**src/clock_reset_generator_defines.svh**
```systemverilog
`ifndef CLOCK_RESET_GENERATOR_DEFINES_SVH
`define CLOCK_RESET_GENERATOR_DEFINES_SVH

// ==========================================================
// Register byte offsets
`define ADDR_PLL_CTRL 8'h00
`define ADDR_ETH_GATE 8'h04
`define ADDR_MON_SEL 8'h08
`define ADDR_STATUS 8'h0c
`define ADDR_CFG_BASE 8'h40

// ==========================================================
// Field positions
`define PLL_M_LSB 0
`define PLL_N_LSB 8
`define PLL_OD_LSB 16
`define PLL_REF_BIT 24
`define PLL_BYP_BIT 25
`define CFG_SEL_LSB 0
`define CFG_PRE_LSB 4
`define ETH_RX_BIT 0
`define ETH_TX_BIT 1

// ==========================================================
// Reset values
`define PLL_M_RST 6'h01
`define PLL_N_RST 6'h01
`define PLL_OD_RST 2'h0
`define PLL_REF_RST 1'b1
`define PLL_BYP_RST 1'b1
`define CFG_PRE_RST 3'h0
`define MON_SEL_RST 5'h00

// ==========================================================
// Clock indices and source frequencies
`define CFG_COUNT 15
`define IDX_RTC 13
`define IDX_RNG 15
`define IDX_ETH_RX 16
`define IDX_ETH_TX 17
`define CLK_COUNT 18
`define RC_OSC_KHZ 8000
`define REF_MIN_KHZ 8000
`define REF_MAX_KHZ 24000
`define LOW_XTAL_HZ 32768

`endif

```
**src/clock_reset_generator_pkg.sv**
```systemverilog
package clock_reset_generator_pkg;

  // ==========================================================
  // Source of a generated clock
  typedef enum logic [1:0] {
    SRC_PLL = 2'h0,
    SRC_RC = 2'h1,
    SRC_EXT = 2'h2,
    SRC_LOW = 2'h3
  } clk_src_t;

  // Per-clock source select and prescaler
  typedef struct packed {
    logic [2:0] pre;
    clk_src_t sel;
  } clk_cfg_t;

  // PLL settings
  typedef struct packed {
    logic bypass;
    logic ref_rc;
    logic [1:0] od;
    logic [5:0] n;
    logic [5:0] m;
  } pll_cfg_t;

  // Post-divider code to divisor: 4^od[1] * 2^od[0]
  function automatic logic [3:0] od_divisor(input logic [1:0] od);
    od_divisor = 4'h1 << od;
  endfunction

  // Byte-lane merge for bus writes
  function automatic logic [31:0] byte_merge(input logic [31:0] old_v,
                                             input logic [31:0] new_v,
                                             input logic [3:0] sel);
    integer i;
    byte_merge = old_v;
    for (i = 0; i < 4; i = i + 1) begin
      if (sel[i]) begin
        byte_merge[i*8 +: 8] = new_v[i*8 +: 8];
      end
    end
  endfunction

endpackage

```
**src/pin_sync.sv**
```systemverilog
`timescale 1ns/1ps
module pin_sync (
  input wire logic clk_i,
  input wire logic rst_i,
  input wire logic pin_i,
  output logic edge_o
);

  logic s0_reg;
  logic s1_reg;
  logic s2_reg;
  logic level_reg;
  logic edge_reg;

  // Change counts once second and third stages agree
  wire settle = (s1_reg == s2_reg) && (s2_reg != level_reg);

  // Three-stage capture, filtered level and one-cycle edge pulse
  always_ff @(posedge clk_i) begin
    if (rst_i) begin
      s0_reg <= 1'b0;
      s1_reg <= 1'b0;
      s2_reg <= 1'b0;
      level_reg <= 1'b0;
      edge_reg <= 1'b0;
    end else begin
      s0_reg <= pin_i;
      s1_reg <= s0_reg;
      s2_reg <= s1_reg;
      if (settle) begin
        level_reg <= s2_reg;
      end
      edge_reg <= settle;
    end
  end

  assign edge_o = edge_reg;

endmodule

```
**src/gen_clock.sv**
```systemverilog
`timescale 1ns/1ps
`include "clock_reset_generator_defines.svh"
module gen_clock #(
  parameter int PRE_W = 3,
  parameter logic [1:0] RESET_SEL = 2'h1
) (
  input wire logic clk_i,
  input wire logic rst_i,
  input wire logic [3:0] src_tick_i,
  input wire clock_reset_generator_pkg::clk_cfg_t cfg_i,
  input wire logic run_i,
  output logic clk_o
);

  clock_reset_generator_pkg::clk_cfg_t act_reg;
  logic [6:0] cnt_reg;
  logic clk_reg;
  logic armed_reg;

  // Prescaler limited to the width this clock allows
  wire [2:0] pre_mask = 3'(( 4'h1 << PRE_W) - 4'h1);
  wire [2:0] pre_eff = act_reg.pre & pre_mask;
  wire [6:0] limit = 7'((8'h01 << pre_eff) - 8'h01);
  wire tick = src_tick_i[act_reg.sel];
  wire wrap = tick && (cnt_reg == limit);
  // New settings only taken with the output low at a phase start
  wire switch_ok = !clk_reg && (cnt_reg == 7'h00) && (cfg_i != act_reg);
  // Gate only ever holds the output low
  wire toggle = wrap && (run_i || clk_reg);

  // Divider, settings hand-over and output level
  always_ff @(posedge clk_i) begin
    if (rst_i) begin
      act_reg <= '{pre: `CFG_PRE_RST,
                   sel: clock_reset_generator_pkg::clk_src_t'(RESET_SEL)};
      cnt_reg <= 7'h00;
      clk_reg <= 1'b0;
      armed_reg <= 1'b1;
    end else if (switch_ok) begin
      act_reg <= cfg_i;
      cnt_reg <= 7'h00;
      armed_reg <= 1'b0;
    end else if (!armed_reg) begin
      armed_reg <= tick; // First edge of the new source only sets the phase
    end else if (tick) begin
      cnt_reg <= wrap ? 7'h00 : cnt_reg + 7'h01;
      if (toggle) begin
        clk_reg <= ~clk_reg;
      end
    end
  end

  assign clk_o = clk_reg;

endmodule

```
**src/clock_reset_generator.sv**
```systemverilog
// Behaviour
// - The system clock can come from the external oscillator or the internal 8 MHz RC clock.
// - A 32.768 kHz low-speed crystal input is an extra source for the calendar clock.
// - The PLL takes an 8 to 24 MHz reference and has a bypass passing the reference through.
// - A register bit selects the PLL reference between external and RC oscillator.
// - PLL output equals reference times multiplier over input divider over post-divider.
// - Multiplier and input divider are unsigned 6-bit binary fields.
// - The 2-bit post-divider code divides by 4^upper times 2^lower, giving 1, 2, 4 or 8.
// - Each generated clock except the random-number and Ethernet clocks has its own select among PLL, RC and external clock.
// - System, serial and UART clocks each have a prescaler of 1, 2, 4 or 8.
// - Timer, PWM, calendar and watchdog clocks each divide by a power of two up to 128.
// - Eight PWM clocks, two timer clocks and the other named clocks are all provided.
// - The random-number clock runs only from the PLL output, with no select or prescaler.
// - The random-number clock stops by itself while the CPU sleeps.
// - The Ethernet receive and transmit pad clocks are each gated by a register bit.
// - Every produced clock can be chosen for the monitor output.
`timescale 1ns/1ps
`include "clock_reset_generator_defines.svh"
module clock_reset_generator (
  input wire logic clk_i,
  input wire logic rst_i,
  input wire logic ext_osc_clock_i,
  input wire logic rc_osc_clock_i,
  input wire logic low_xtal_clock_i,
  input wire logic eth_receive_clock_i,
  input wire logic eth_transmit_clock_i,
  input wire logic cpu_sleep_i,
  input wire logic wb_cyc_i,
  input wire logic wb_stb_i,
  input wire logic wb_we_i,
  input wire logic [7:0] wb_adr_i,
  input wire logic [3:0] wb_sel_i,
  input wire logic [31:0] wb_dat_i,
  output logic [31:0] wb_dat_o,
  output logic wb_ack_o,
  output logic system_core_clock_o,
  output logic sync_serial_clock_o,
  output logic async_serial_clock_o,
  output logic timer_clock_a_o,
  output logic timer_clock_b_o,
  output logic [7:0] pulse_width_clocks_o,
  output logic calendar_clock_o,
  output logic watchdog_tick_clock_o,
  output logic random_source_clock_o,
  output logic eth_receive_clock_o,
  output logic eth_transmit_clock_o,
  output logic monitor_clock_o
);

  // ==========================================================
  // Source pin capture
  // One pulse per settled pin change
  logic ext_edge;
  logic rc_edge;
  logic low_edge;
  logic eth_rx_edge;
  logic eth_tx_edge;

  // External oscillator edges
  pin_sync u_sync_ext (
    .clk_i (clk_i),
    .rst_i (rst_i),
    .pin_i (ext_osc_clock_i),
    .edge_o (ext_edge)
  );

  // Internal RC oscillator edges
  pin_sync u_sync_rc (
    .clk_i (clk_i),
    .rst_i (rst_i),
    .pin_i (rc_osc_clock_i),
    .edge_o (rc_edge)
  );

  // Low-speed crystal edges
  pin_sync u_sync_low (
    .clk_i (clk_i),
    .rst_i (rst_i),
    .pin_i (low_xtal_clock_i),
    .edge_o (low_edge)
  );

  // Ethernet receive pad clock edges
  pin_sync u_sync_erx (
    .clk_i (clk_i),
    .rst_i (rst_i),
    .pin_i (eth_receive_clock_i),
    .edge_o (eth_rx_edge)
  );

  // Ethernet transmit pad clock edges
  pin_sync u_sync_etx (
    .clk_i (clk_i),
    .rst_i (rst_i),
    .pin_i (eth_transmit_clock_i),
    .edge_o (eth_tx_edge)
  );

  // ==========================================================
  // Register storage
  clock_reset_generator_pkg::pll_cfg_t pll_reg;
  clock_reset_generator_pkg::clk_cfg_t cfg_reg [`CFG_COUNT];

  // Gate enables and monitor index
  logic [1:0] eth_gate_reg;
  logic [4:0] mon_sel_reg;

  // Bus answer and monitor flops
  logic [31:0] rdata_reg;
  logic ack_reg;
  logic mon_reg;

  // ==========================================================
  // PLL model
  // Credit count and output edge
  logic [12:0] credit_reg;
  logic pll_tick_reg;

  // Reference choice and divisor N * OD
  wire ref_edge = pll_reg.ref_rc ? rc_edge : ext_edge;
  wire [5:0] n_eff = (pll_reg.n == 6'h00) ? 6'h01 : pll_reg.n;
  wire [12:0] pll_div = 13'(n_eff)
                        * 13'(clock_reset_generator_pkg::od_divisor(pll_reg.od));
  wire [12:0] pll_add = ref_edge ? {7'h00, pll_reg.m} : 13'h0000;

  // One output edge once credit covers N*OD
  wire pll_emit = credit_reg >= pll_div;
  wire [12:0] pll_sub = pll_emit ? pll_div : 13'h0000;

  // Next credit, clipped so it cannot wind up
  wire [13:0] credit_sum = {1'b0, credit_reg} + {1'b0, pll_add} - {1'b0, pll_sub};
  wire credit_sat = credit_sum[13] || (credit_sum[12:0] > 13'h0fc0);

  // Credit accumulator: M credits per reference edge, N*OD per output edge
  always_ff @(posedge clk_i) begin
    if (rst_i) begin
      credit_reg <= 13'h0000;
      pll_tick_reg <= 1'b0;
    end else begin
      credit_reg <= credit_sat ? 13'h0fc0 : credit_sum[12:0];
      pll_tick_reg <= pll_reg.bypass ? ref_edge : pll_emit;
    end
  end

  // ==========================================================
  // Generated clocks with select and prescaler
  logic [`CLK_COUNT-1:0] clk_lvl;
  // Ticks in select order: PLL, RC, external, crystal
  wire [3:0] src_main = {1'b0, ext_edge, rc_edge, pll_tick_reg};
  wire [3:0] src_rtc = {low_edge, ext_edge, rc_edge, pll_tick_reg};

  // One generator per programmable clock
  genvar gi;
  generate
    for (gi = 0; gi < `CFG_COUNT; gi = gi + 1) begin : g_clk
      // System, serial and UART clocks take 2-bit prescalers
      gen_clock #(
        .PRE_W ((gi < 3) ? 2 : 3),
        .RESET_SEL (2'h1)
      ) u_clk (
        .clk_i (clk_i),
        .rst_i (rst_i),
        .src_tick_i ((gi == `IDX_RTC) ? src_rtc : src_main),
        .cfg_i (cfg_reg[gi]),
        .run_i (1'b1),
        .clk_o (clk_lvl[gi])
      );
    end
  endgenerate

  // Random-number clock: PLL only, fixed divide, stopped in sleep
  gen_clock #(
    .PRE_W (1),
    .RESET_SEL (2'h0)
  ) u_rng (
    .clk_i (clk_i),
    .rst_i (rst_i),
    .src_tick_i (src_main),
    .cfg_i ('{pre: 3'h0, sel: clock_reset_generator_pkg::SRC_PLL}),
    .run_i (!cpu_sleep_i),
    .clk_o (clk_lvl[`IDX_RNG])
  );

  // Ethernet receive clock gate
  gen_clock #(
    .PRE_W (1),
    .RESET_SEL (2'h0)
  ) u_eth_rx (
    .clk_i (clk_i),
    .rst_i (rst_i),
    .src_tick_i ({3'h0, eth_rx_edge}),
    .cfg_i ('{pre: 3'h0, sel: clock_reset_generator_pkg::SRC_PLL}),
    .run_i (eth_gate_reg[`ETH_RX_BIT]),
    .clk_o (clk_lvl[`IDX_ETH_RX])
  );

  // Ethernet transmit clock gate
  gen_clock #(
    .PRE_W (1),
    .RESET_SEL (2'h0)
  ) u_eth_tx (
    .clk_i (clk_i),
    .rst_i (rst_i),
    .src_tick_i ({3'h0, eth_tx_edge}),
    .cfg_i ('{pre: 3'h0, sel: clock_reset_generator_pkg::SRC_PLL}),
    .run_i (eth_gate_reg[`ETH_TX_BIT]),
    .clk_o (clk_lvl[`IDX_ETH_TX])
  );

  // Clock outputs, each the flop inside its generator
  assign system_core_clock_o = clk_lvl[0];
  assign sync_serial_clock_o = clk_lvl[1];
  assign async_serial_clock_o = clk_lvl[2];

  // Timer, PWM, calendar and watchdog clocks
  assign timer_clock_a_o = clk_lvl[3];
  assign timer_clock_b_o = clk_lvl[4];
  assign pulse_width_clocks_o = clk_lvl[12:5];
  assign calendar_clock_o = clk_lvl[`IDX_RTC];
  assign watchdog_tick_clock_o = clk_lvl[14];

  // Fixed-source clocks
  assign random_source_clock_o = clk_lvl[`IDX_RNG];
  assign eth_receive_clock_o = clk_lvl[`IDX_ETH_RX];
  assign eth_transmit_clock_o = clk_lvl[`IDX_ETH_TX];

  // ==========================================================
  // Monitor output
  // Indices past the last clock read low
  wire mon_pick = (mon_sel_reg < 5'(`CLK_COUNT)) ? clk_lvl[mon_sel_reg] : 1'b0;

  // Registered monitor copy
  always_ff @(posedge clk_i) begin
    if (rst_i) begin
      mon_reg <= 1'b0;
    end else begin
      mon_reg <= mon_pick;
    end
  end

  // Monitor pin from its flop
  assign monitor_clock_o = mon_reg;

  // ==========================================================
  // Wishbone decode
  wire bus_req = wb_cyc_i && wb_stb_i;
  wire wr_do = bus_req && wb_we_i && ack_reg;

  // Fixed register hits
  wire hit_pll = wb_adr_i == `ADDR_PLL_CTRL;
  wire hit_eth = wb_adr_i == `ADDR_ETH_GATE;
  wire hit_mon = wb_adr_i == `ADDR_MON_SEL;
  wire hit_stat = wb_adr_i == `ADDR_STATUS;

  // Per-clock window, one word each
  wire [5:0] cfg_off = wb_adr_i[7:2] - 6'(`ADDR_CFG_BASE >> 2);
  wire hit_cfg = (wb_adr_i[1:0] == 2'h0) && (wb_adr_i >= `ADDR_CFG_BASE)
                 && (cfg_off < 6'(`CFG_COUNT));
  wire [3:0] cfg_idx = cfg_off[3:0];

  // Register images as read back
  wire [31:0] pll_word = ({31'h0, pll_reg.bypass} << `PLL_BYP_BIT)
                       | ({31'h0, pll_reg.ref_rc} << `PLL_REF_BIT)
                       | ({30'h0, pll_reg.od} << `PLL_OD_LSB)
                       | ({26'h0, pll_reg.n} << `PLL_N_LSB)
                       | ({26'h0, pll_reg.m} << `PLL_M_LSB);
  wire [31:0] cfg_word = ({29'h0, cfg_reg[cfg_idx].pre} << `CFG_PRE_LSB)
                       | ({30'h0, cfg_reg[cfg_idx].sel} << `CFG_SEL_LSB);

  // Write images with byte lanes merged
  wire [31:0] pll_new = clock_reset_generator_pkg::byte_merge(pll_word, wb_dat_i, wb_sel_i);
  wire [31:0] cfg_new = clock_reset_generator_pkg::byte_merge(cfg_word, wb_dat_i, wb_sel_i);

  // Read multiplexer, unmapped reads as zero
  wire [31:0] rd_mux = hit_pll ? pll_word
                     : hit_eth ? {30'h0, eth_gate_reg}
                     : hit_mon ? {27'h0, mon_sel_reg}
                     : hit_stat ? {14'h0, clk_lvl}
                     : hit_cfg ? cfg_word
                     : 32'h0000_0000;

  // Prescaler width of the addressed clock
  wire [2:0] pre_wr = (cfg_idx < 4'h3) ? {1'b0, cfg_new[`CFG_PRE_LSB +: 2]}
                                       : cfg_new[`CFG_PRE_LSB +: 3];

  // Acknowledge and read data, one wait state per access
  always_ff @(posedge clk_i) begin
    if (rst_i) begin
      ack_reg <= 1'b0;
      rdata_reg <= 32'h0000_0000;
    end else begin
      ack_reg <= bus_req && !ack_reg;
      if (bus_req && !ack_reg) begin
        rdata_reg <= rd_mux;
      end
    end
  end

  // Bus outputs from their flops
  assign wb_ack_o = ack_reg;
  assign wb_dat_o = rdata_reg;

  // PLL, gate and monitor registers
  always_ff @(posedge clk_i) begin
    if (rst_i) begin
      pll_reg <= '{bypass: `PLL_BYP_RST, ref_rc: `PLL_REF_RST, od: `PLL_OD_RST,
                   n: `PLL_N_RST, m: `PLL_M_RST};
      eth_gate_reg <= 2'h0;
      mon_sel_reg <= `MON_SEL_RST;
    end else if (wr_do) begin
      if (hit_pll) begin
        pll_reg.bypass <= pll_new[`PLL_BYP_BIT];
        pll_reg.ref_rc <= pll_new[`PLL_REF_BIT];
        pll_reg.od <= pll_new[`PLL_OD_LSB +: 2];
        pll_reg.n <= pll_new[`PLL_N_LSB +: 6];
        pll_reg.m <= pll_new[`PLL_M_LSB +: 6];
      end
      // Gate and monitor take the low byte
      if (hit_eth && wb_sel_i[0]) begin
        eth_gate_reg <= wb_dat_i[1:0];
      end
      if (hit_mon && wb_sel_i[0]) begin
        mon_sel_reg <= wb_dat_i[4:0];
      end
    end
  end

  // Per-clock select and prescaler registers
  always_ff @(posedge clk_i) begin
    if (rst_i) begin
      for (int i = 0; i < `CFG_COUNT; i = i + 1) begin
        cfg_reg[i] <= '{pre: `CFG_PRE_RST, sel: clock_reset_generator_pkg::SRC_RC};
      end
    end else if (wr_do && hit_cfg) begin
      // Short prescalers keep the top bit clear
      cfg_reg[cfg_idx].pre <= pre_wr;
      cfg_reg[cfg_idx].sel <=
        clock_reset_generator_pkg::clk_src_t'(cfg_new[`CFG_SEL_LSB +: 2]);
    end
  end

endmodule

```
**config.mk**
```make
export PLATFORM = sky130hd
export DESIGN_NAME = clock_reset_generator
export DESIGN_NICKNAME = d
export VERILOG_FILES = /design/src/clock_reset_generator_pkg.sv /design/src/pin_sync.sv /design/src/gen_clock.sv /design/src/clock_reset_generator.sv
export VERILOG_INCLUDE_DIRS = /design/src
export SDC_FILE = /design/constraint.sdc
export NUM_CORES = 1
export LEC_CHECK = 0
export BUFFER_PORTS_ARGS = -buffer_cell sky130_fd_sc_hd__buf_4
export CORE_ASPECT_RATIO = 0.5
export CORE_MARGIN = 3
export CORE_UTILIZATION = 23
export DETAILED_ROUTE_END_ITERATION = 7
export PLACE_DENSITY = 0.47
export SETUP_SLACK_MARGIN = 0.5
export SLEW_MARGIN = 30
export SYNTH_ARGS = -nofsm -noshare
export SYNTH_HDL_FRONTEND = slang
export SYNTH_SLANG_ARGS = --single-unit
export TNS_END_PERCENT = 1
```
**constraint.sdc**
```tcl
create_clock -name clk_i -period 9.75 [get_ports clk_i]
set_input_delay 0.4875 -clock clk_i [delete_from_list [all_inputs] [get_ports clk_i]]
set_output_delay 0.4875 -clock clk_i [all_outputs]
set_load 0.05 [all_outputs]
```
==> Word-level counts from Yosys, hierarchy flattened <==
Memories as Yosys holds them, arrays and structs flattened.
Index checks and enable logic that the tools add are counted.
{ "word_totals": {"n_memories": 1, "ram_bits": 75, "mem_bits_ro": 0, "reg_bits": 333, "latchBits": 0} }
{ "classes": {"n_mux": 105, "addsub": 36, "eq_ne": 43, "shift": 16, "div_mod_pow": 0, "order_cmp": 22, "multipliers": 1, "reduce_logical": 167, "n_bitwise": 39} }
{ "mem_list": {"columns": ["memory", "words", "width", "rd", "rd_ports_with_merged_regs", "wr", "line", "source"], "rows": [
  ["cfg_reg", 15, 5, 16, 0, 15, "clock_reset_generator.sv:102", "clock_reset_generator_pkg::clk_cfg_t cfg_reg [`CFG_COUNT];"]
]} }
{ "op_table": {"columns": ["op", "count"], "rows": [
  ["$mux 7", 20],
  ["$add 7x1->7 const B", 18],
  ["$logic_not 7->1", 18],
  ["$eq 7x7->1", 15],
  ["$sub 7x1->7 const B", 15],
  ["$shl 1x3->7 const A", 12],
  ["$ne 5x5->1", 15],
  ["$logic_and 1x1->1", 65],
  ["$reduce_and 4->1", 15],
  ["$mux 1", 54],
  ["$mux 18", 3],
  ["$lt 2x3->1 const B", 15],
  ["$reduce_and 2->1", 21],
  ["$reduce_or 2->1", 20],
  ["$not 1->1", 34],
  ["$bmux 1 s2", 15],
  ["$mux 26", 1],
  ["$or 26x14->26", 1],
  ["$or 26x18->26", 1],
  ["$or 26x25->26", 1],
  ["$or 26x6->26", 1],
  ["$mux 6", 4],
  ["$shl 1x2->7 const A", 3],
  ["$logic_not 1->1", 17],
  ["other kinds (30)", 45]
]} }

==> Longest topological paths before layout <==
{ "logic_depth": {"depth_word": 9, "depth_mapped": 34, "mapped_depth_nobuf": 32} }

==> Modules after synthesis <==
Synthesis repeated with hierarchy kept, for this count alone.
{ "unflattened": {"cells_unflattened": 2820, "area_unflattened_um2": 26243.9} }
{ "modules_own_cells": {"columns": ["mod", "instances", "area_per_inst_um2", "cells_per_inst"], "rows": [
  ["gen_clock at g_clk[10].u_clk ...", 12, 1018.5, 118],
  ["clock_reset_generator", 1, 8305.5, 793],
  ["gen_clock at g_clk[0].u_clk ...", 3, 847.1, 95],
  ["gen_clock at u_eth_rx ...", 3, 808.3, 87],
  ["pin_sync", 5, 150.1, 13]
]} }

==> Least setup slack after synthesis <==
No wires, ideal clock.
{ "synth_path": {"kind": "register -> register", "from": "register pll_reg[11] (netlist name)", "to": "register credit_reg[0]", "path_stages_with_launch": 31, "setup_slack_ns": 2.808, "t_arrival_ns": 6.854, "setup_ns": 0.087, "required_ns": 9.663, "path_buffers": 2, "path_cell_list": "dfxtp_1 -> nor3_1 -> a21oi_1 -> nand3b_1 -> fa_1 -> inv_1 -> fa_1 -> ha_1 -> a21o_1 -> a21oi_1 -> nor2b_1 -> o21a_1 -> o41ai_1 -> xor2_1 -> ha_1 -> nand3_1 -> o41ai_1 -> a21oi_1 -> o21ai_0 -> clkbuf_1 -> and2_1 -> fa_1 -> fa_1 -> nor2b_1 -> o211ai_1 -> a31oi_4 -> a21oi_2 -> a2111o_1 -> and2_4 -> buf_6 -> nor4b_2"} }
{ "synth_via": {"elab_chain_cells": 9} }
{ "synth_lines": {"columns": ["item", "line", "source"], "rows": [
  ["start, declared", "clock_reset_generator.sv:101", "clock_reset_generator_pkg::pll_cfg_t pll_reg;"],
  ["start signal, assigned", "clock_reset_generator.sv:306", "pll_reg <= '{bypass: `PLL_BYP_RST, ref_rc: `PLL_REF_RST, od: `PLL_OD_RST,"],
  ["$logic_not 6->1", "clock_reset_generator.sv:121", "wire [5:0] n_eff = (pll_reg.n == 6'h00) ? 6'h01 : pll_reg.n;"],
  ["$mux 6 *", "clock_reset_generator.sv:121", null],
  ["$mul 6x4->10 *", "clock_reset_generator.sv:123", "* 13'(clock_reset_generator_pkg::od_divisor(pll_reg.od));"],
  ["$ge 13x10->1", "clock_reset_generator.sv:127", "wire pll_emit = credit_reg >= pll_div;"],
  ["$mux 10 *", "clock_reset_generator.sv:128", "wire [12:0] pll_sub = pll_emit ? pll_div : 13'h0000;"],
  ["$sub 14x10->14 *", "clock_reset_generator.sv:131", "wire [13:0] credit_sum = {1'b0, credit_reg} + {1'b0, pll_add} - {1'b0, pll_sub};"],
  ["$gt 13x12->1", "clock_reset_generator.sv:132", "wire credit_sat = credit_sum[13] || (credit_sum[12:0] > 13'h0fc0);"],
  ["$logic_or 1x1->1", "clock_reset_generator.sv:132", null],
  ["$reduce_or 2->1 (no line)", null, null],
  ["end signal, assigned", "clock_reset_generator.sv:140", "credit_reg <= credit_sat ? 13'h0fc0 : credit_sum[12:0];"],
  ["end, declared", "clock_reset_generator.sv:116", "logic [12:0] credit_reg;"]
]} }
Every way passes the cells marked *; elsewhere a longest branch is shown, timed or not.
A chain may end at the register's enable or synchronous reset.

==> Worst setup path after layout <==
{ "layout_path": {"from": "register pll_reg[12] (netlist name)", "to": "register credit_reg[0]"} }
{ "layout_via": {"elab_chain_cells": 8} }
{ "layout_lines": {"columns": ["item", "line", "source"], "rows": [
  ["$shl 1x2->4 *", "clock_reset_generator_pkg.sv:29", "od_divisor = 4'h1 << od;"],
  ["$mul 6x4->10 *", "clock_reset_generator.sv:123", null],
  ["$ge 13x10->1", "clock_reset_generator.sv:127", null],
  ["$mux 10 *", "clock_reset_generator.sv:128", null],
  ["$sub 14x10->14 *", "clock_reset_generator.sv:131", null],
  ["$gt 13x12->1", "clock_reset_generator.sv:132", null],
  ["$logic_or 1x1->1", "clock_reset_generator.sv:132", null],
  ["$reduce_or 2->1 (no line)", null, null]
]} }
Marked as above.

==> metrics.md <==
| Metric | Value |
|---|---|
| Status | complete, no violations |
| Vias in the first global route | ~17,000 |
| Pwr Density | around 170 nW/um^2 |
| Vias per cell | 4.53 |
| Clock Skews | a little over 20 ps |
| Required time of the critical path | 10,180 ps |
| Total of max-cap violations | 0 |
| Final setup margin | 2160 ps |
| CTS tree | built |
| Max FFs per register | 105 |
| Int Pwr | 0.00322 W |
| Gpl congestion | 0.770 |
| Top post-synthesis cells by area | dfxtp_1, edfxtp_1, nor2_1 |
| Share of cells above drive strength 1 | 0.0906 |
| Clock tree buffer depth | 3 |
| Avg WL per Cell | 14.9 um |
| DRT antenna net count | 0 |
| Total gr overflow | 0 |
| Total CTS buffers | 47 |
| Psw | 0.00129 W |
| Seq pwr share | 0.402 |
| Root Driver | clkbuf_16 |
| Ys Warns | 0 |
| Post-CTS sizing | 0 |
| Hold_buf cts | 0 |
| Initial antenna violation count | 2 |
| Sink Count | approximately 400 |
| Relative slew slack | 0.263 |
| Hold Fails Final Rpt | 0 |
| Clk pwr share | 0.406 |
| Commonest cells in the netlist | nor2_1, dfxtp_1, nand2_1 |
| Count of cell types in the netlist | just over 80 |
| I/O Buffers | 79 |
| Synth async-reset ratio | 0 |
| TNS Setup | 0 ps |
| DRC violations left | 0 |
| FF+latch count, synth | 401 |
| Clock transition at path regs | 60 ps |
| VDD IR max | 0.0980 mV |
| Hold crit path type | in2reg |
| Nets | 2,784 |
| Number of synthesized flops with an enable pin | 80 |
| First-pass GRT wire length | 95,900 um |
| Dpl hpwl | 41,600 um |
| CP max FO | 15 |
| Die Footprint | about 100,000 sq um |
| Placeable Area | 98,300 sq um |
| Ports | 107 |
| First drt pass iteration count | 5 |
| Vias | 18,049 |
| Final Setup Violations | 0 |
| Number of setup buffers added after CTS | 0 |
| # rows | 81 |
| CP peak stage delay | 600 ps |
| Min cycle time layout | 7590 ps |
| Worst hold margin | 124 ps |
| Post-synth top area cell | dfxtp_1 |
| Maximum clock frequency | 132 MHz |
| LEAKAGE | 9.88 nW |
| RSZ-0062 raised after global routing | no |
| Worst-Skew Late Latency | approximately 580 ps |
| Tot GR Track Use | 0.113 |
| Most common cell in the netlist | nor2_1 |
| DRC marker count from the first detailed-route iteration | 1,204 |
| Worst slack at placement | 2150 ps |
| Worst slew pin tran | 1100 ps |
| Top_reg_cell synth | dfxtp_1 |
| CP arrival | around 8000 ps |
| Die H | 229 um |
| Gate power share | 0.192 |
| Final wirelength | 59,400 um |
| Die X | 453 um |
| Cells after synthesis | roughly 2,600 |
| Startpoint types | register |
| Sequential element share of the synthesized area | 0.385 |
| Period utilisation layout | 0.779 |
| Largest net degree at the start of global routing | 86 |
| Final Max Tran Viols | 0 |
| Average cell area after synthesis | ~8.7 sq um |
| Top-area cell type share of the netlist area | 0.280 |
| Area delta synth->final | 14.3% |
| H-tree levels | 2 |
| Post-Syn Area | 23,000 sq um |
| CP endpoint kind | register |
| CP Class | reg2reg |
| Initial Utilization | 0.234 |
| CP max stage cell | dfxtp_1 |
| Switching Fraction | 0.286 |
cell type report:
type / count / area [sq um]
timing repair buffer: 96 / 724
inverter: 103 / 387
clock buffer: 64 / 1320
sequential: 401 / 8830
multi-input combinational: 1973 / 13100
fill: 10553 / 72100
antenna: 1 / 2.50
clock inverter: 22 / 264
tap: 1328 / 1660
stage by stage:
step	utilization	std cells	cell area [sq um]	power (W)
4_1_cts	0.267	3987	26200	0.00457
3_5_place_dp	0.250	3901	24600	0.00271
3_3_place_gp	0.250	3901	24600	0.00270
5_1_grt	0.267	3988	26200	0.00475
6_report	0.267	3988	26200	0.00450
2_1_floorplan	-	2651	23000	0.00254
power by group through the flow:
stage	Combinational, W	Sequential, W	Clock [W]
2_1_floorplan	0.000717	0.00182	0
3_3_place_gp	0.000857	0.00185	0
3_5_place_dp	0.000860	0.00185	0
4_1_cts	0.000867	0.00181	0.00189
6_report	0.000866	0.00181	0.00183
5_1_grt	0.000980	0.00182	0.00196
per-layer routing:
layer,share of wire,global-route usage,wire length [um]
met5,0,0,0
met4,0.022,0.0321,1330
met3,0.039,0.0164,2330
met2,0.47,0.188,27700
met1,0.47,0.151,28000
placed cells by master (no fill, tap or decap), drive strengths merged, types with 96 or more instances in the layout:
master  count
nor2      428
xor2      135
nand3      97
inv       102
xnor2     111
a21oi     128
buf        96
mux2i     101
dfxtp     321
nand2     227
logic make-up after synthesis:
group,after synthesis,synth area share
compound gates,350,0.0949
xor+xnor,246,0.0938
fa+ha+maj,107,0.0629
buf+inv,277,0.0528
flops,401,0.385
mux,134,0.0797
other cells,1,0.000163
simple gates,1115,0.231
worst max-delay path: cells and delay by family, from the launching register on:
kind / cells / cell delay, ps
AO/OA/AOI/OAI: 10 / 2120
XOR/XNOR: 2 / 360
adder cells (fa/ha/maj): 6 / 2490
buffers and inverters: 4 / 360
flip-flops: 1 / 600
AND/OR/NAND/NOR: 8 / 1530
worst paths after layout:
path                           from                 to  slack, ps  depth (start not counted)
setup / recovery        pll_reg[12]      credit_reg[0]       2160                         30
hold / removal      ext_osc_clock_i  u_sync_ext.s0_reg        120                          2
setup reg to reg        pll_reg[12]      credit_reg[0]       2160                         30
hold reg to reg   u_sync_erx.s0_reg  u_sync_erx.s1_reg        440                          1
(Power assumes the default switching activity.)
